## config.mk

```make
export PLATFORM = sky130hd
export DESIGN_NAME = aac_annunciator
export DESIGN_NICKNAME = d
export VERILOG_FILES = /design/src/hdl/aac_pkg.sv /design/src/hdl/aac_annunciator.sv
export VERILOG_INCLUDE_DIRS = /design/src /design/src/hdl
export SDC_FILE = /design/constraint.sdc
export NUM_CORES = 1
export LEC_CHECK = 0
export ABC_AREA = 0
export BUFFER_PORTS_ARGS = -buffer_cell sky130_fd_sc_hd__clkbuf_2
export CAP_MARGIN = 40
export CORE_UTILIZATION = 50
export DETAILED_ROUTE_END_ITERATION = 16
export PLACE_DENSITY = 0.68
export SKIP_LAST_GASP = 1
export SYNTH_ARGS = -nofsm -noshare
export SYNTH_HDL_FRONTEND = slang
export SYNTH_SLANG_ARGS = --single-unit
```

## constraint.sdc

```tcl
create_clock -name ref_clk -period 5.4 [get_ports ref_clk]
set_input_delay 1.62 -clock ref_clk [delete_from_list [all_inputs] [get_ports ref_clk]]
set_output_delay 1.62 -clock ref_clk [all_outputs]
set_load 0.02 [all_outputs]
```

## src/hdl/aac_consts.svh

```systemverilog
`ifndef AAC_CONSTS_SVH
`define AAC_CONSTS_SVH
// Word indices on the register bus; the byte address is four times these.
`define AAC_REG_CTRL 4'h0
`define AAC_REG_SETPT0 4'h1
`define AAC_REG_SETPT1 4'h2
`define AAC_REG_SETPT2 4'h3
`define AAC_REG_FS_LOW 4'h4
`define AAC_REG_FS_MID 4'h5
`define AAC_REG_FS_HIGH 4'h6
`define AAC_REG_STATUS 4'h7
`define AAC_REG_CAL 4'h8
// Control word layout.
`define AAC_CTRL_HIGH_MSB 2
`define AAC_CTRL_TOP_FS_BIT 3
// Mode switch position inside the configuration switch bank.
`define AAC_SW_AUTO_CLEAR_BIT 5
// Reset values.
`define AAC_SP_RST 16'h00c8
`define AAC_FS_LOW_RST 16'h0064
`define AAC_FS_MID_RST 16'h03e8
`define AAC_FS_HIGH_RST 16'h09c4
`define AAC_CAL_RST 16'h0000
`define AAC_FLAGS_RST 3'h1
// Key chords on the three alarm keys.
`define AAC_CHORD_RANGE 3'h5
`define AAC_CHORD_CAL 3'h7
// Timing.
`define AAC_CLK_HZ 64'd20000000
`define AAC_IDLE_TIMEOUT_S 64'd120
`define AAC_BLINK_HALF_MS 64'd500
`endif

```

## src/hdl/aac_pkg.sv

```systemverilog
`default_nettype none
package aac_pkg;
   // Range selection; the order is the order the range chord steps through.
   typedef enum logic [1:0] {
      AAC_RNG_AUTO,
      AAC_RNG_HIGH,
      AAC_RNG_MID,
      AAC_RNG_LOW
   } aac_range_t;

   typedef struct packed {
      logic [4:0] keys_prev;
      logic [2:0] cond_prev;
      logic [2:0] latched;
      logic [2:0] ack;
      logic [2:0] snd;
      logic silence;
      logic edit_act;
      logic [1:0] edit_ch;
      logic cal_act;
      logic [15:0] cal_pend;
      logic [15:0] cal_gain;
      logic [31:0] idle_cnt;
      aac_range_t rsel;
      logic ol_snd;
      logic over_prev;
      logic [31:0] blink_cnt;
      logic blink;
      logic [2:0] high_sel;
      logic top_fs;
      logic [2:0][15:0] sp;
      logic [2:0][15:0] fs;
      logic [2:0] led;
      logic [2:0] relay;
      logic audible;
      logic ovl;
      logic [2:0] rflags;
      logic [31:0] rdata;
      logic waitreq;
   } aac_state_t;
endpackage
`default_nettype wire

```

## src/hdl/aac_annunciator.sv

```systemverilog
`include "aac_consts.svh"
`default_nettype none
// Notes on behaviour
// - Alarm lights LED, sounds horn, trips relay.
// - Idle key press toggles set-point editing.
// - Auto-clear mode drops indications when clear.
// - Auto mode: first press silences, second edits.
// - Silence mutes horn for all channels.
// - Press on a sounding, unsilenced, unacknowledged channel never enters editing.
// - Exit editing into alarm sounds horn.
// - Auto mode: re-entry into alarm re-sounds silenced horn.
// - Manual mode: silence holds until every channel clears.
// - Manual mode latches indications.
// - Manual mode: silence first, then press clears.
// - Manual mode: idle key quiets horn only while editing.
// - Idle editing times out, keeps set point.
// - Calibration timeout discards pending adjustment.
// - Over range blinks overload and sounds horn.
// - Any key or return in range silences.
// - Full-scale top range never shows overload.
// - Range flags are one-hot.
// - Autoranging after reset.
// - Range chord steps high, mid, low, auto.
// - Fixed range over its scale shows overload.
module aac_annunciator
   import aac_pkg::*;
#(
   parameter logic [31:0] IDLE_TIMEOUT_CYC =
      32'(`AAC_IDLE_TIMEOUT_S * `AAC_CLK_HZ),
   parameter logic [31:0] BLINK_HALF_CYC =
      32'(`AAC_BLINK_HALF_MS * `AAC_CLK_HZ / 64'd1000)
) (
   input wire logic ref_clk,
   input wire logic rst_b,
   input wire logic [3:0] avs_address,
   input wire logic avs_read,
   input wire logic avs_write,
   input wire logic [31:0] avs_writedata,
   output logic [31:0] avs_readdata,
   output logic avs_waitrequest,
   input wire logic first_alarm_key,
   input wire logic second_alarm_key,
   input wire logic third_alarm_key,
   input wire logic adj_up_key,
   input wire logic adj_down_key,
   input wire logic [7:0] config_switch_bank,
   input wire logic [15:0] reading,
   output logic [2:0] alarm_led,
   output logic [2:0] alarm_relay,
   output logic audible_alarm,
   output logic overload_indication,
   output logic range_low_flag,
   output logic range_mid_flag,
   output logic range_high_flag
);
   aac_state_t q;
   aac_state_t d;
   logic [2:0] cond;
   logic [2:0] rng_used;
   logic [15:0] fs_used;
   logic over;
   logic auto_mode;

   assign auto_mode = config_switch_bank[`AAC_SW_AUTO_CLEAR_BIT];

   // Each channel compares the reading with its own set point.
   for (genvar g = 0; g < 3; g++) begin : g_cond
      assign cond[g] = q.high_sel[g] ? (reading > q.sp[g]) :
                                       (reading < q.sp[g]);
   end

   // Range in use: autoranging picks the lowest range that holds the
   // reading, otherwise the fixed choice applies.
   always_comb begin
      rng_used = 3'h4;
      case (q.rsel)
         AAC_RNG_LOW: rng_used = 3'h1;
         AAC_RNG_MID: rng_used = 3'h2;
         AAC_RNG_HIGH: rng_used = 3'h4;
         default: begin
            if (reading <= q.fs[0]) begin
               rng_used = 3'h1;
            end else if (reading <= q.fs[1]) begin
               rng_used = 3'h2;
            end
         end
      endcase
      fs_used = rng_used[0] ? q.fs[0] : (rng_used[1] ? q.fs[1] : q.fs[2]);
   end

   // A unit whose top range is full scale has nothing to overload.
   assign over = !q.top_fs && (reading > fs_used);

   // All behaviour is computed here from the present state.
   always_comb begin
      logic [4:0] keys;
      logic [4:0] pressed;
      logic single;
      logic [1:0] sel;
      logic chord_rng;
      logic chord_cal;
      logic adj_up;
      logic adj_down;
      logic adj_any;
      logic timeout;
      keys = {adj_down_key, adj_up_key, third_alarm_key,
              second_alarm_key, first_alarm_key};
      pressed = keys & ~q.keys_prev;
      single = (q.keys_prev == 5'h00) && $onehot(keys);
      sel = keys[0] ? 2'h0 : (keys[1] ? 2'h1 : 2'h2);
      chord_rng = (keys[2:0] == `AAC_CHORD_RANGE) &&
                  (q.keys_prev[2:0] != `AAC_CHORD_RANGE);
      chord_cal = (keys[2:0] == `AAC_CHORD_CAL) &&
                  (q.keys_prev[2:0] != `AAC_CHORD_CAL);
      adj_up = pressed[3] && !keys[4];
      adj_down = pressed[4] && !keys[3];
      adj_any = pressed[3] || pressed[4];
      timeout = (q.idle_cnt >= IDLE_TIMEOUT_CYC - 32'h1);
      d = q;
      d.keys_prev = keys;
      d.cond_prev = cond;

      // Silence re-arms once all is clear; manual mode also needs clears.
      if (cond == 3'h0 && (auto_mode || q.latched == 3'h0)) begin
         d.silence = 1'b0;
      end

      // Clearing presses act first so that a fresh alarm still wins.
      if (single && sel != 2'h3 && !q.cal_act && !keys[3] && !keys[4]) begin
         if (q.edit_act) begin
            if (q.edit_ch == sel) begin
               d.edit_act = 1'b0;
               if (cond[sel]) begin
                  d.snd[sel] = 1'b1;
                  d.silence = 1'b0;
               end
            end
         end else if (auto_mode) begin
            if (cond[sel] && q.snd[sel] && !q.silence && !q.ack[sel]) begin
               d.silence = 1'b1;
               d.ack[sel] = 1'b1;
            end else begin
               d.edit_act = 1'b1;
               d.edit_ch = sel;
               d.idle_cnt = 32'h0;
            end
         end else if (q.latched[sel]) begin
            if (!q.ack[sel]) begin
               d.silence = 1'b1;
               d.ack[sel] = 1'b1;
            end else begin
               d.latched[sel] = 1'b0;
               d.snd[sel] = 1'b0;
               d.ack[sel] = 1'b0;
            end
         end else begin
            d.edit_act = 1'b1;
            d.edit_ch = sel;
            d.idle_cnt = 32'h0;
         end
      end

      // Alarm events per channel; a set always beats a clear.
      for (int i = 0; i < 3; i++) begin
         if (auto_mode) begin
            if (!cond[i]) begin
               d.snd[i] = 1'b0;
               d.ack[i] = 1'b0;
            end
            d.latched[i] = cond[i];
         end else if (cond[i]) begin
            d.latched[i] = 1'b1;
         end
         if (cond[i] && !q.cond_prev[i]) begin
            d.snd[i] = 1'b1;
            if (auto_mode) begin
               d.silence = 1'b0;
               d.ack[i] = 1'b0;
            end
         end
      end

      // Set-point editing: arrows adjust, both together flip low/high.
      if (q.edit_act) begin
         d.idle_cnt = q.idle_cnt + 32'h1;
         if (adj_any) begin
            d.idle_cnt = 32'h0;
         end
         if (keys[3] && keys[4] && adj_any) begin
            d.high_sel[q.edit_ch] = !q.high_sel[q.edit_ch];
         end else if (adj_up) begin
            d.sp[q.edit_ch] = q.sp[q.edit_ch] + 16'h0001;
         end else if (adj_down) begin
            d.sp[q.edit_ch] = q.sp[q.edit_ch] - 16'h0001;
         end
         if (timeout && !adj_any) begin
            d.edit_act = 1'b0;
         end
      end

      // Calibration works on a pending copy so a timeout leaves the gain untouched.
      if (q.cal_act) begin
         d.idle_cnt = q.idle_cnt + 32'h1;
         if (adj_any) begin
            d.idle_cnt = 32'h0;
         end
         if (adj_up) begin
            d.cal_pend = q.cal_pend + 16'h0001;
         end else if (adj_down) begin
            d.cal_pend = q.cal_pend - 16'h0001;
         end
         if (chord_cal) begin
            d.cal_act = 1'b0;
            d.cal_gain = q.cal_pend;
         end else if (timeout && !adj_any) begin
            d.cal_act = 1'b0;
         end
      end else if (chord_cal && !q.edit_act) begin
         d.cal_act = 1'b1;
         d.cal_pend = q.cal_gain;
         d.idle_cnt = 32'h0;
      end

      // Range chord steps auto, high, mid, low and wraps.
      if (chord_rng && !q.edit_act && !q.cal_act) begin
         case (q.rsel)
            AAC_RNG_AUTO: d.rsel = AAC_RNG_HIGH;
            AAC_RNG_HIGH: d.rsel = AAC_RNG_MID;
            AAC_RNG_MID: d.rsel = AAC_RNG_LOW;
            default: d.rsel = AAC_RNG_AUTO;
         endcase
      end

      // Overload horn: any key mutes it, back in range ends it.
      d.over_prev = over;
      if (pressed != 5'h00) begin
         d.ol_snd = 1'b0;
      end
      if (!over) begin
         d.ol_snd = 1'b0;
      end else if (!q.over_prev) begin
         d.ol_snd = 1'b1;
      end

      // Blink divider gives the overload display its flash rate.
      if (q.blink_cnt >= BLINK_HALF_CYC - 32'h1) begin
         d.blink_cnt = 32'h0;
         d.blink = !q.blink;
      end else begin
         d.blink_cnt = q.blink_cnt + 32'h1;
      end

      // Bus slave: one wait cycle, then the request completes.
      if ((avs_read || avs_write) && q.waitreq) begin
         d.waitreq = 1'b0;
         d.rdata = 32'h0;
         if (avs_read) begin
            if (avs_address == `AAC_REG_CTRL) begin
               d.rdata = {28'h0, q.top_fs, q.high_sel};
            end else if (avs_address == `AAC_REG_SETPT0) begin
               d.rdata = {16'h0, q.sp[0]};
            end else if (avs_address == `AAC_REG_SETPT1) begin
               d.rdata = {16'h0, q.sp[1]};
            end else if (avs_address == `AAC_REG_SETPT2) begin
               d.rdata = {16'h0, q.sp[2]};
            end else if (avs_address == `AAC_REG_FS_LOW) begin
               d.rdata = {16'h0, q.fs[0]};
            end else if (avs_address == `AAC_REG_FS_MID) begin
               d.rdata = {16'h0, q.fs[1]};
            end else if (avs_address == `AAC_REG_FS_HIGH) begin
               d.rdata = {16'h0, q.fs[2]};
            end else if (avs_address == `AAC_REG_STATUS) begin
               d.rdata = {14'h0, q.ol_snd, over, q.rsel, q.cal_act,
                          q.edit_ch, q.edit_act, q.silence, q.ack,
                          q.latched, cond};
            end else if (avs_address == `AAC_REG_CAL) begin
               d.rdata = {16'h0, q.cal_gain};
            end
         end
      end else begin
         d.waitreq = 1'b1;
      end
      // Writes land at the edge where waitrequest is seen low.
      if (avs_write && !q.waitreq) begin
         if (avs_address == `AAC_REG_CTRL) begin
            d.high_sel = avs_writedata[`AAC_CTRL_HIGH_MSB:0];
            d.top_fs = avs_writedata[`AAC_CTRL_TOP_FS_BIT];
         end else if (avs_address == `AAC_REG_SETPT0) begin
            d.sp[0] = avs_writedata[15:0];
         end else if (avs_address == `AAC_REG_SETPT1) begin
            d.sp[1] = avs_writedata[15:0];
         end else if (avs_address == `AAC_REG_SETPT2) begin
            d.sp[2] = avs_writedata[15:0];
         end else if (avs_address == `AAC_REG_FS_LOW) begin
            d.fs[0] = avs_writedata[15:0];
         end else if (avs_address == `AAC_REG_FS_MID) begin
            d.fs[1] = avs_writedata[15:0];
         end else if (avs_address == `AAC_REG_FS_HIGH) begin
            d.fs[2] = avs_writedata[15:0];
         end
      end

      // Outputs; in manual mode editing quiets the horn only meanwhile.
      for (int i = 0; i < 3; i++) begin
         d.led[i] = d.latched[i] ||
                    (d.edit_act && d.edit_ch == 2'(i));
      end
      d.relay = d.latched;
      d.audible = ((d.snd != 3'h0) && !d.silence &&
                   !(!auto_mode && d.edit_act)) || d.ol_snd;
      d.ovl = over && q.blink;
      d.rflags = rng_used;
   end

   // State register; reset comes up in autoranging.
   always_ff @(posedge ref_clk or negedge rst_b) begin
      if (!rst_b) begin
         q <= '0;
         q.rsel <= AAC_RNG_AUTO;
         q.sp <= {3{`AAC_SP_RST}};
         q.fs <= {`AAC_FS_HIGH_RST, `AAC_FS_MID_RST, `AAC_FS_LOW_RST};
         q.cal_gain <= `AAC_CAL_RST;
         q.rflags <= `AAC_FLAGS_RST;
         q.waitreq <= 1'b1;
      end else begin
         q <= d;
      end
   end

   assign avs_readdata = q.rdata;
   assign avs_waitrequest = q.waitreq;
   assign alarm_led = q.led;
   assign alarm_relay = q.relay;
   assign audible_alarm = q.audible;
   assign overload_indication = q.ovl;
   assign range_low_flag = q.rflags[0];
   assign range_mid_flag = q.rflags[1];
   assign range_high_flag = q.rflags[2];
endmodule
`default_nettype wire

```

## Yosys cells after proc, flatten, opt, wreduce, memory -nomap -nowiden

Cells that the tools add are included.

| word-level totals | value |
|---|---|
| register bits | 264 |

| cells by class | value |
|---|---|
| $add $sub $neg | 10 |
| order comparisons | 15 |
| eq/ne operators | 23 |
| multiplexer cells | 137 |
| bitwise gates (word level) | 14 |
| reduce and logical (&&, ||, !) cells | 75 |

Operator list:

| cell | count |
|---|---|
| 32-bit two-way mux | 11 |
| 48-bit two-way mux | 7 |
| 16-bit two-way mux | 15 |
| 18-bit two-way mux | 9 |
| 100-bit two-way mux | 1 |
| 48-bit bitwise mux | 2 |
| 96-bit two-way mux | 1 |
| 32-bit by 1-bit adder with 32-bit output (second input constant) | 2 |
| 16-bit > comparator | 4 |
| 1-bit two-way mux | 52 |
| 16-bit < comparator | 3 |
| 3-bit two-way mux | 13 |
| 1-bit logical AND | 34 |
| 17-bit two-way mux | 2 |
| 16-bit by 1-bit adder with 16-bit output (second input constant) | 2 |
| 16-bit binary-select mux with 2-bit select | 1 |
| 16-bit demux with 2-bit select | 1 |
| 32-bit by 24-bit greater-or-equal comparator with 1-bit output (second input constant) | 1 |
| 32-bit greater-or-equal comparator (second input constant) | 1 |
| 16-bit less-or-equal comparator | 2 |
| 16-bit by 1-bit subtractor with 16-bit output (second input constant) | 2 |
| 1-bit logical NOT | 17 |
| 4-bit by 3-bit equality test with 1-bit output (second input constant) | 4 |
| 13-bit two-way mux | 1 |
| 47 further kinds | 86 |

## Logic depth before layout (Yosys ltp)

| depth | value |
|---|---|
| word-level depth | 24 |
| mapped depth | 24 |
| depth with buffers taken out | 23 |

## Least setup slack after synthesis

Ideal clock, no wire load.

| path | value |
|---|---|
| path kind | in2reg |
| from | input reading[9] |
| to | register q, in the netlist avs_readdata[16] |
| setup time | 0.141 ns |
| data arrival time | 5.570 ns |
| data required time | 5.259 ns |
| slack | -0.311 ns |
| cell stages on the path | 22 |
| path through | ha_1 > a21o_1 > a21o_1 > a21o_1 > a21oi_1 > o21ai_0 > o221ai_1 > a21oi_1 > o22ai_1 > clkbuf_1 > mux2_2 > a21oi_1 > ha_1 > a21o_1 > a21oi_1 > nor2b_1 > o21ai_0 > nand2b_1 > a21oi_1 > nor2_1 > o21ai_0 > o21ai_0 |

RTL lines:

| item | RTL line | text |
|---|---|---|
| from (decl) | aac_annunciator.sv:47 | `input wire logic [15:0] reading,` |
| to (decl) | aac_annunciator.sv:56 | `aac_state_t q;` |

==> impl_results.md <==
- Worst hold path depth: 2
- Place WS: -181 ps
- Post-route ant nets: 0
- Final core occ: between 50% and 60%
- WP data required: 5830 ps
- Post-CTS setup buffers: 0
- Cells after synthesis: 1991
- Area share of the largest cell type after synthesis: 32.7%
- Pleak: 8.59 nW
- FFs w/ async S/R, synth: 100%
- Hold Startpoint: avs_readdata[6]
- Max-cap viol count: 0
- Gpl congestion: 0.967
- CTS tree: done
- Count of cell types in the netlist: about 80
- Crit Path Category: in -> reg
- Fillers: 3022
- Final setup violation count: 0
- Std-Cell Rows: 67
- Cell mode on critical path: a21oi_1
- Pwr per Cell Area: roughly 430 mW/mm^2
- Fin. Hold Viols: 0
- Slew @ Worst Pin: about 900 ps
- Die Wd: between 150 and 200 um
- Top Ports: 113
- Seq/Total Area, Yosys: 36.5%
- Detailed Routing Iterations Pass 1: 10
- Adder-Cell Fraction of Synth Area: about a tenth
- Period utilisation layout: 94.8%
- Pins Over Slew Limit: 0
- Area leader, netlist: dfrtp_1
- Top delay family on crit path: compound AO/OA/AOI/OAI gates
- Commonest non-fill, non-tap cell in the layout: dfrtp_1
- Ys flop type: dfrtp_1
- Clock skew: 7.18 ps
- Max incr delay on CP: 340 ps
- GR peak layer: met2
- Total power: 8.33 mW
- R2R Setup Slk: 840 ps
- Top post-synthesis cells by area: dfrtp_1, ha_1, nor2_1
- Area Growth Syn to Fin: 11.7%
- WP buf/inv: 3
- Critical Path Start Type: input port
- DRC violations left: 0
- Critical Path Sink Type: flip-flop
- Post-synth EDFFs: 0
- Max frequency: between 0.15 and 0.2 GHz
- Initial antenna violation count: 0
- Setup TNS: 0 ps
- Post_cts resized: 0
- Synth Area in Compound Gates: 21.5%
- Mux contribution to synthesized area: 6.82%
- Met2 Use GR: between 40 and 50%
- Die height: 188 um
- Starting Density: 51.2%
- Yosys reg bits: 250
- Clock slew at reported path FFs: roughly 60 ps
- Total wire length: 52700 um
- Largest net degree at the start of global routing: ~110
- Met1 Use GR: 41.6%
- Min-Delay Path Class: reg -> reg
- H-tree depth: 1
- WL/cell: 20.8 um
- Core ar.: between 0.03 and 0.04 sq mm
- Synthesized area: 0.0172 sq mm
- Hold buffers post-CTS: 0
- FF-to-FF End: audible_alarm
- Worst r2r src: q[69]
- Port Buffers: 75
- Slowest stage cell, crit path: mux2_2
- Die area: 0.0352 sq mm
- CP Max Fanout: 5
- Min Tclk post-route: 5120 ps
- Largest family of logic cells by synthesized area: compound AO/OA/AOI/OAI gates
- DPL Wire Length: 39500 um
- CTS Root Buffer Type: clkbuf_16
- VDD IR max: 0.000238 V
- Cells on worst reg2reg path: 24
- Fin nets: 2259
- Hold Path End: avs_readdata[6]
- Num CTS Buffers: 29
- Synth Warn #: 0
- GR Overflow Total: 0
- Overall Global Routing Usage: 29.9%
- Routed vias/inst: 6.13
- Antenna cells: 0
- DRT iter0 DRCs: 1448
- Vias: 15530
- Status: finished, final reports clean
- Crit-path cells: clkbuf_2, ha_1, a21o_1, a21o_1, a21o_1, a21oi_1, o21ai_0, o221ai_1, a21oi_1, o22ai_2, buf_4, mux2_2, a21oi_1, ha_1, a21o_1, a21oi_1, nor2b_1, o21ai_0, nand2b_1, a21oi_1, nor2_1, o21ai_1, buf_4, o22ai_1
- Simple-gate share of the synthesized area: about 16%
- Commonest non-fill, non-tap cells in the layout: dfrtp_1, nor2_1, nand2_1
- Clock Sinks: 250
- Worst skew pair latency: 580 ps
- Final setup margin: 282 ps
- Slew HR: 40.7%
- Maximum clock insertion buffer count: 3
- Share of layout cells above drive strength 1: around 15%
- Avg Inst Size Synth: 8.66 sq um
- Vias in the first global route: 14883
- Crit path DAT: 5550 ps
- Worst hold slack: approximately 470 ps
- RSZ-0062 raised after global routing: false
- First-pass GRT wire length: 83100 um
- Met3 Use GR: under 10%
- XOR/XNOR Fraction of Synth Area: 3.20%
-- cells by family after synthesis --
| family | after synthesis |
|---|---|
| AOI/OAI and AO/OA | 577 |
| xor gates and xnor gates | 63 |
| buffers and inverters | 245 |
| other | 1 |
| adders and majority gates | 127 |
| muxes | 108 |
| DFF | 250 |
| and+or+nand+nor | 620 |
-- where the power goes --
group          leakage [nW]  internal (mW)  total [mW]  switching [mW]
clock                 0.505           1.24        2.05           0.812
sequential             3.11           2.36        2.88           0.526
combinational          4.97           1.46        3.40            1.94
total                  8.59           5.05        8.33            3.28
-- synth_stat cells (36+ instances only) --
master / count
a21oi_1: 153
buf_4: 40
inv_1: 115
nand3_1: 47
ha_1: 124
mux2_2: 66
clkbuf_1: 76
xnor2_1: 36
o21ai_1: 51
nand2_1: 194
nor2_1: 217
o21ai_0: 107
mux2i_1: 41
dfrtp_1: 225
-- how the worst max path moves through the flow --
| stage | from | slack (ps) | cells after the start | to |
|---|---|---|---|---|
| 6_report | reading[9] | 280 | 24 | audible_alarm |
| 5_1_grt | reading[10] | 120 | 22 | audible_alarm |
| 4_1_cts | reading[9] | 390 | 24 | audible_alarm |
| 3_5_place_dp | reading[9] | -180 | 22 | audible_alarm |
| 3_3_place_gp | reading[9] | -180 | 24 | audible_alarm |
| 2_1_floorplan | reading[9] | 90 | 22 | audible_alarm |
-- metal layers --
layer,routed length [um],part of all wire [%]
met5,0,0
met4,2420,4.6
met3,3660,6.9
met2,23200,44
met1,23500,45
-- through the flow --
stage	instances	instance area (sq um)
floorplan	2012	17300
global placement	2473	18200
detailed placement	2479	18200
CTS	2532	19300
global route	2533	19300
finish	2533	19300
-- state kept, by name, indices dropped and copies added, names as in the netlist, 3 cells and up --
name          flops
avs_readdata     18
alarm_relay       3
alarm_led         3
q               220
-- layout make-up --
cell class                      count  area, sq um  share of cell area, %
Clock buffer                       42          895                   4.65
Clock inverter                     11          115                  0.598
Tap cell                          448          561                   2.91
Sequential cell                   250         6290                   32.6
Multi-Input combinational cell   1517         9970                   51.8
Timing Repair Buffer              148          992                   5.15
Inverter                          117          439                   2.28
-- worst register-to-register path, cell delays in order (launching register included) --
cell	delay (ps)
dfstp_2	550
inv_1	70
ha_1	300
a21o_1	170
a21o_1	170
a21o_1	190
a21oi_1	150
o21ai_0	120
o221ai_1	220
a21oi_1	110
o22ai_2	180
buf_4	200
mux2_2	340
a21oi_1	150
ha_1	260
a21o_1	190
a21oi_1	160
nor2b_1	60
o21ai_0	150
nand2b_1	80
a21oi_1	160
nor2_1	70
o21ai_1	120
buf_4	170
o22ai_1	100
Power figures use the tool's default switching activity.
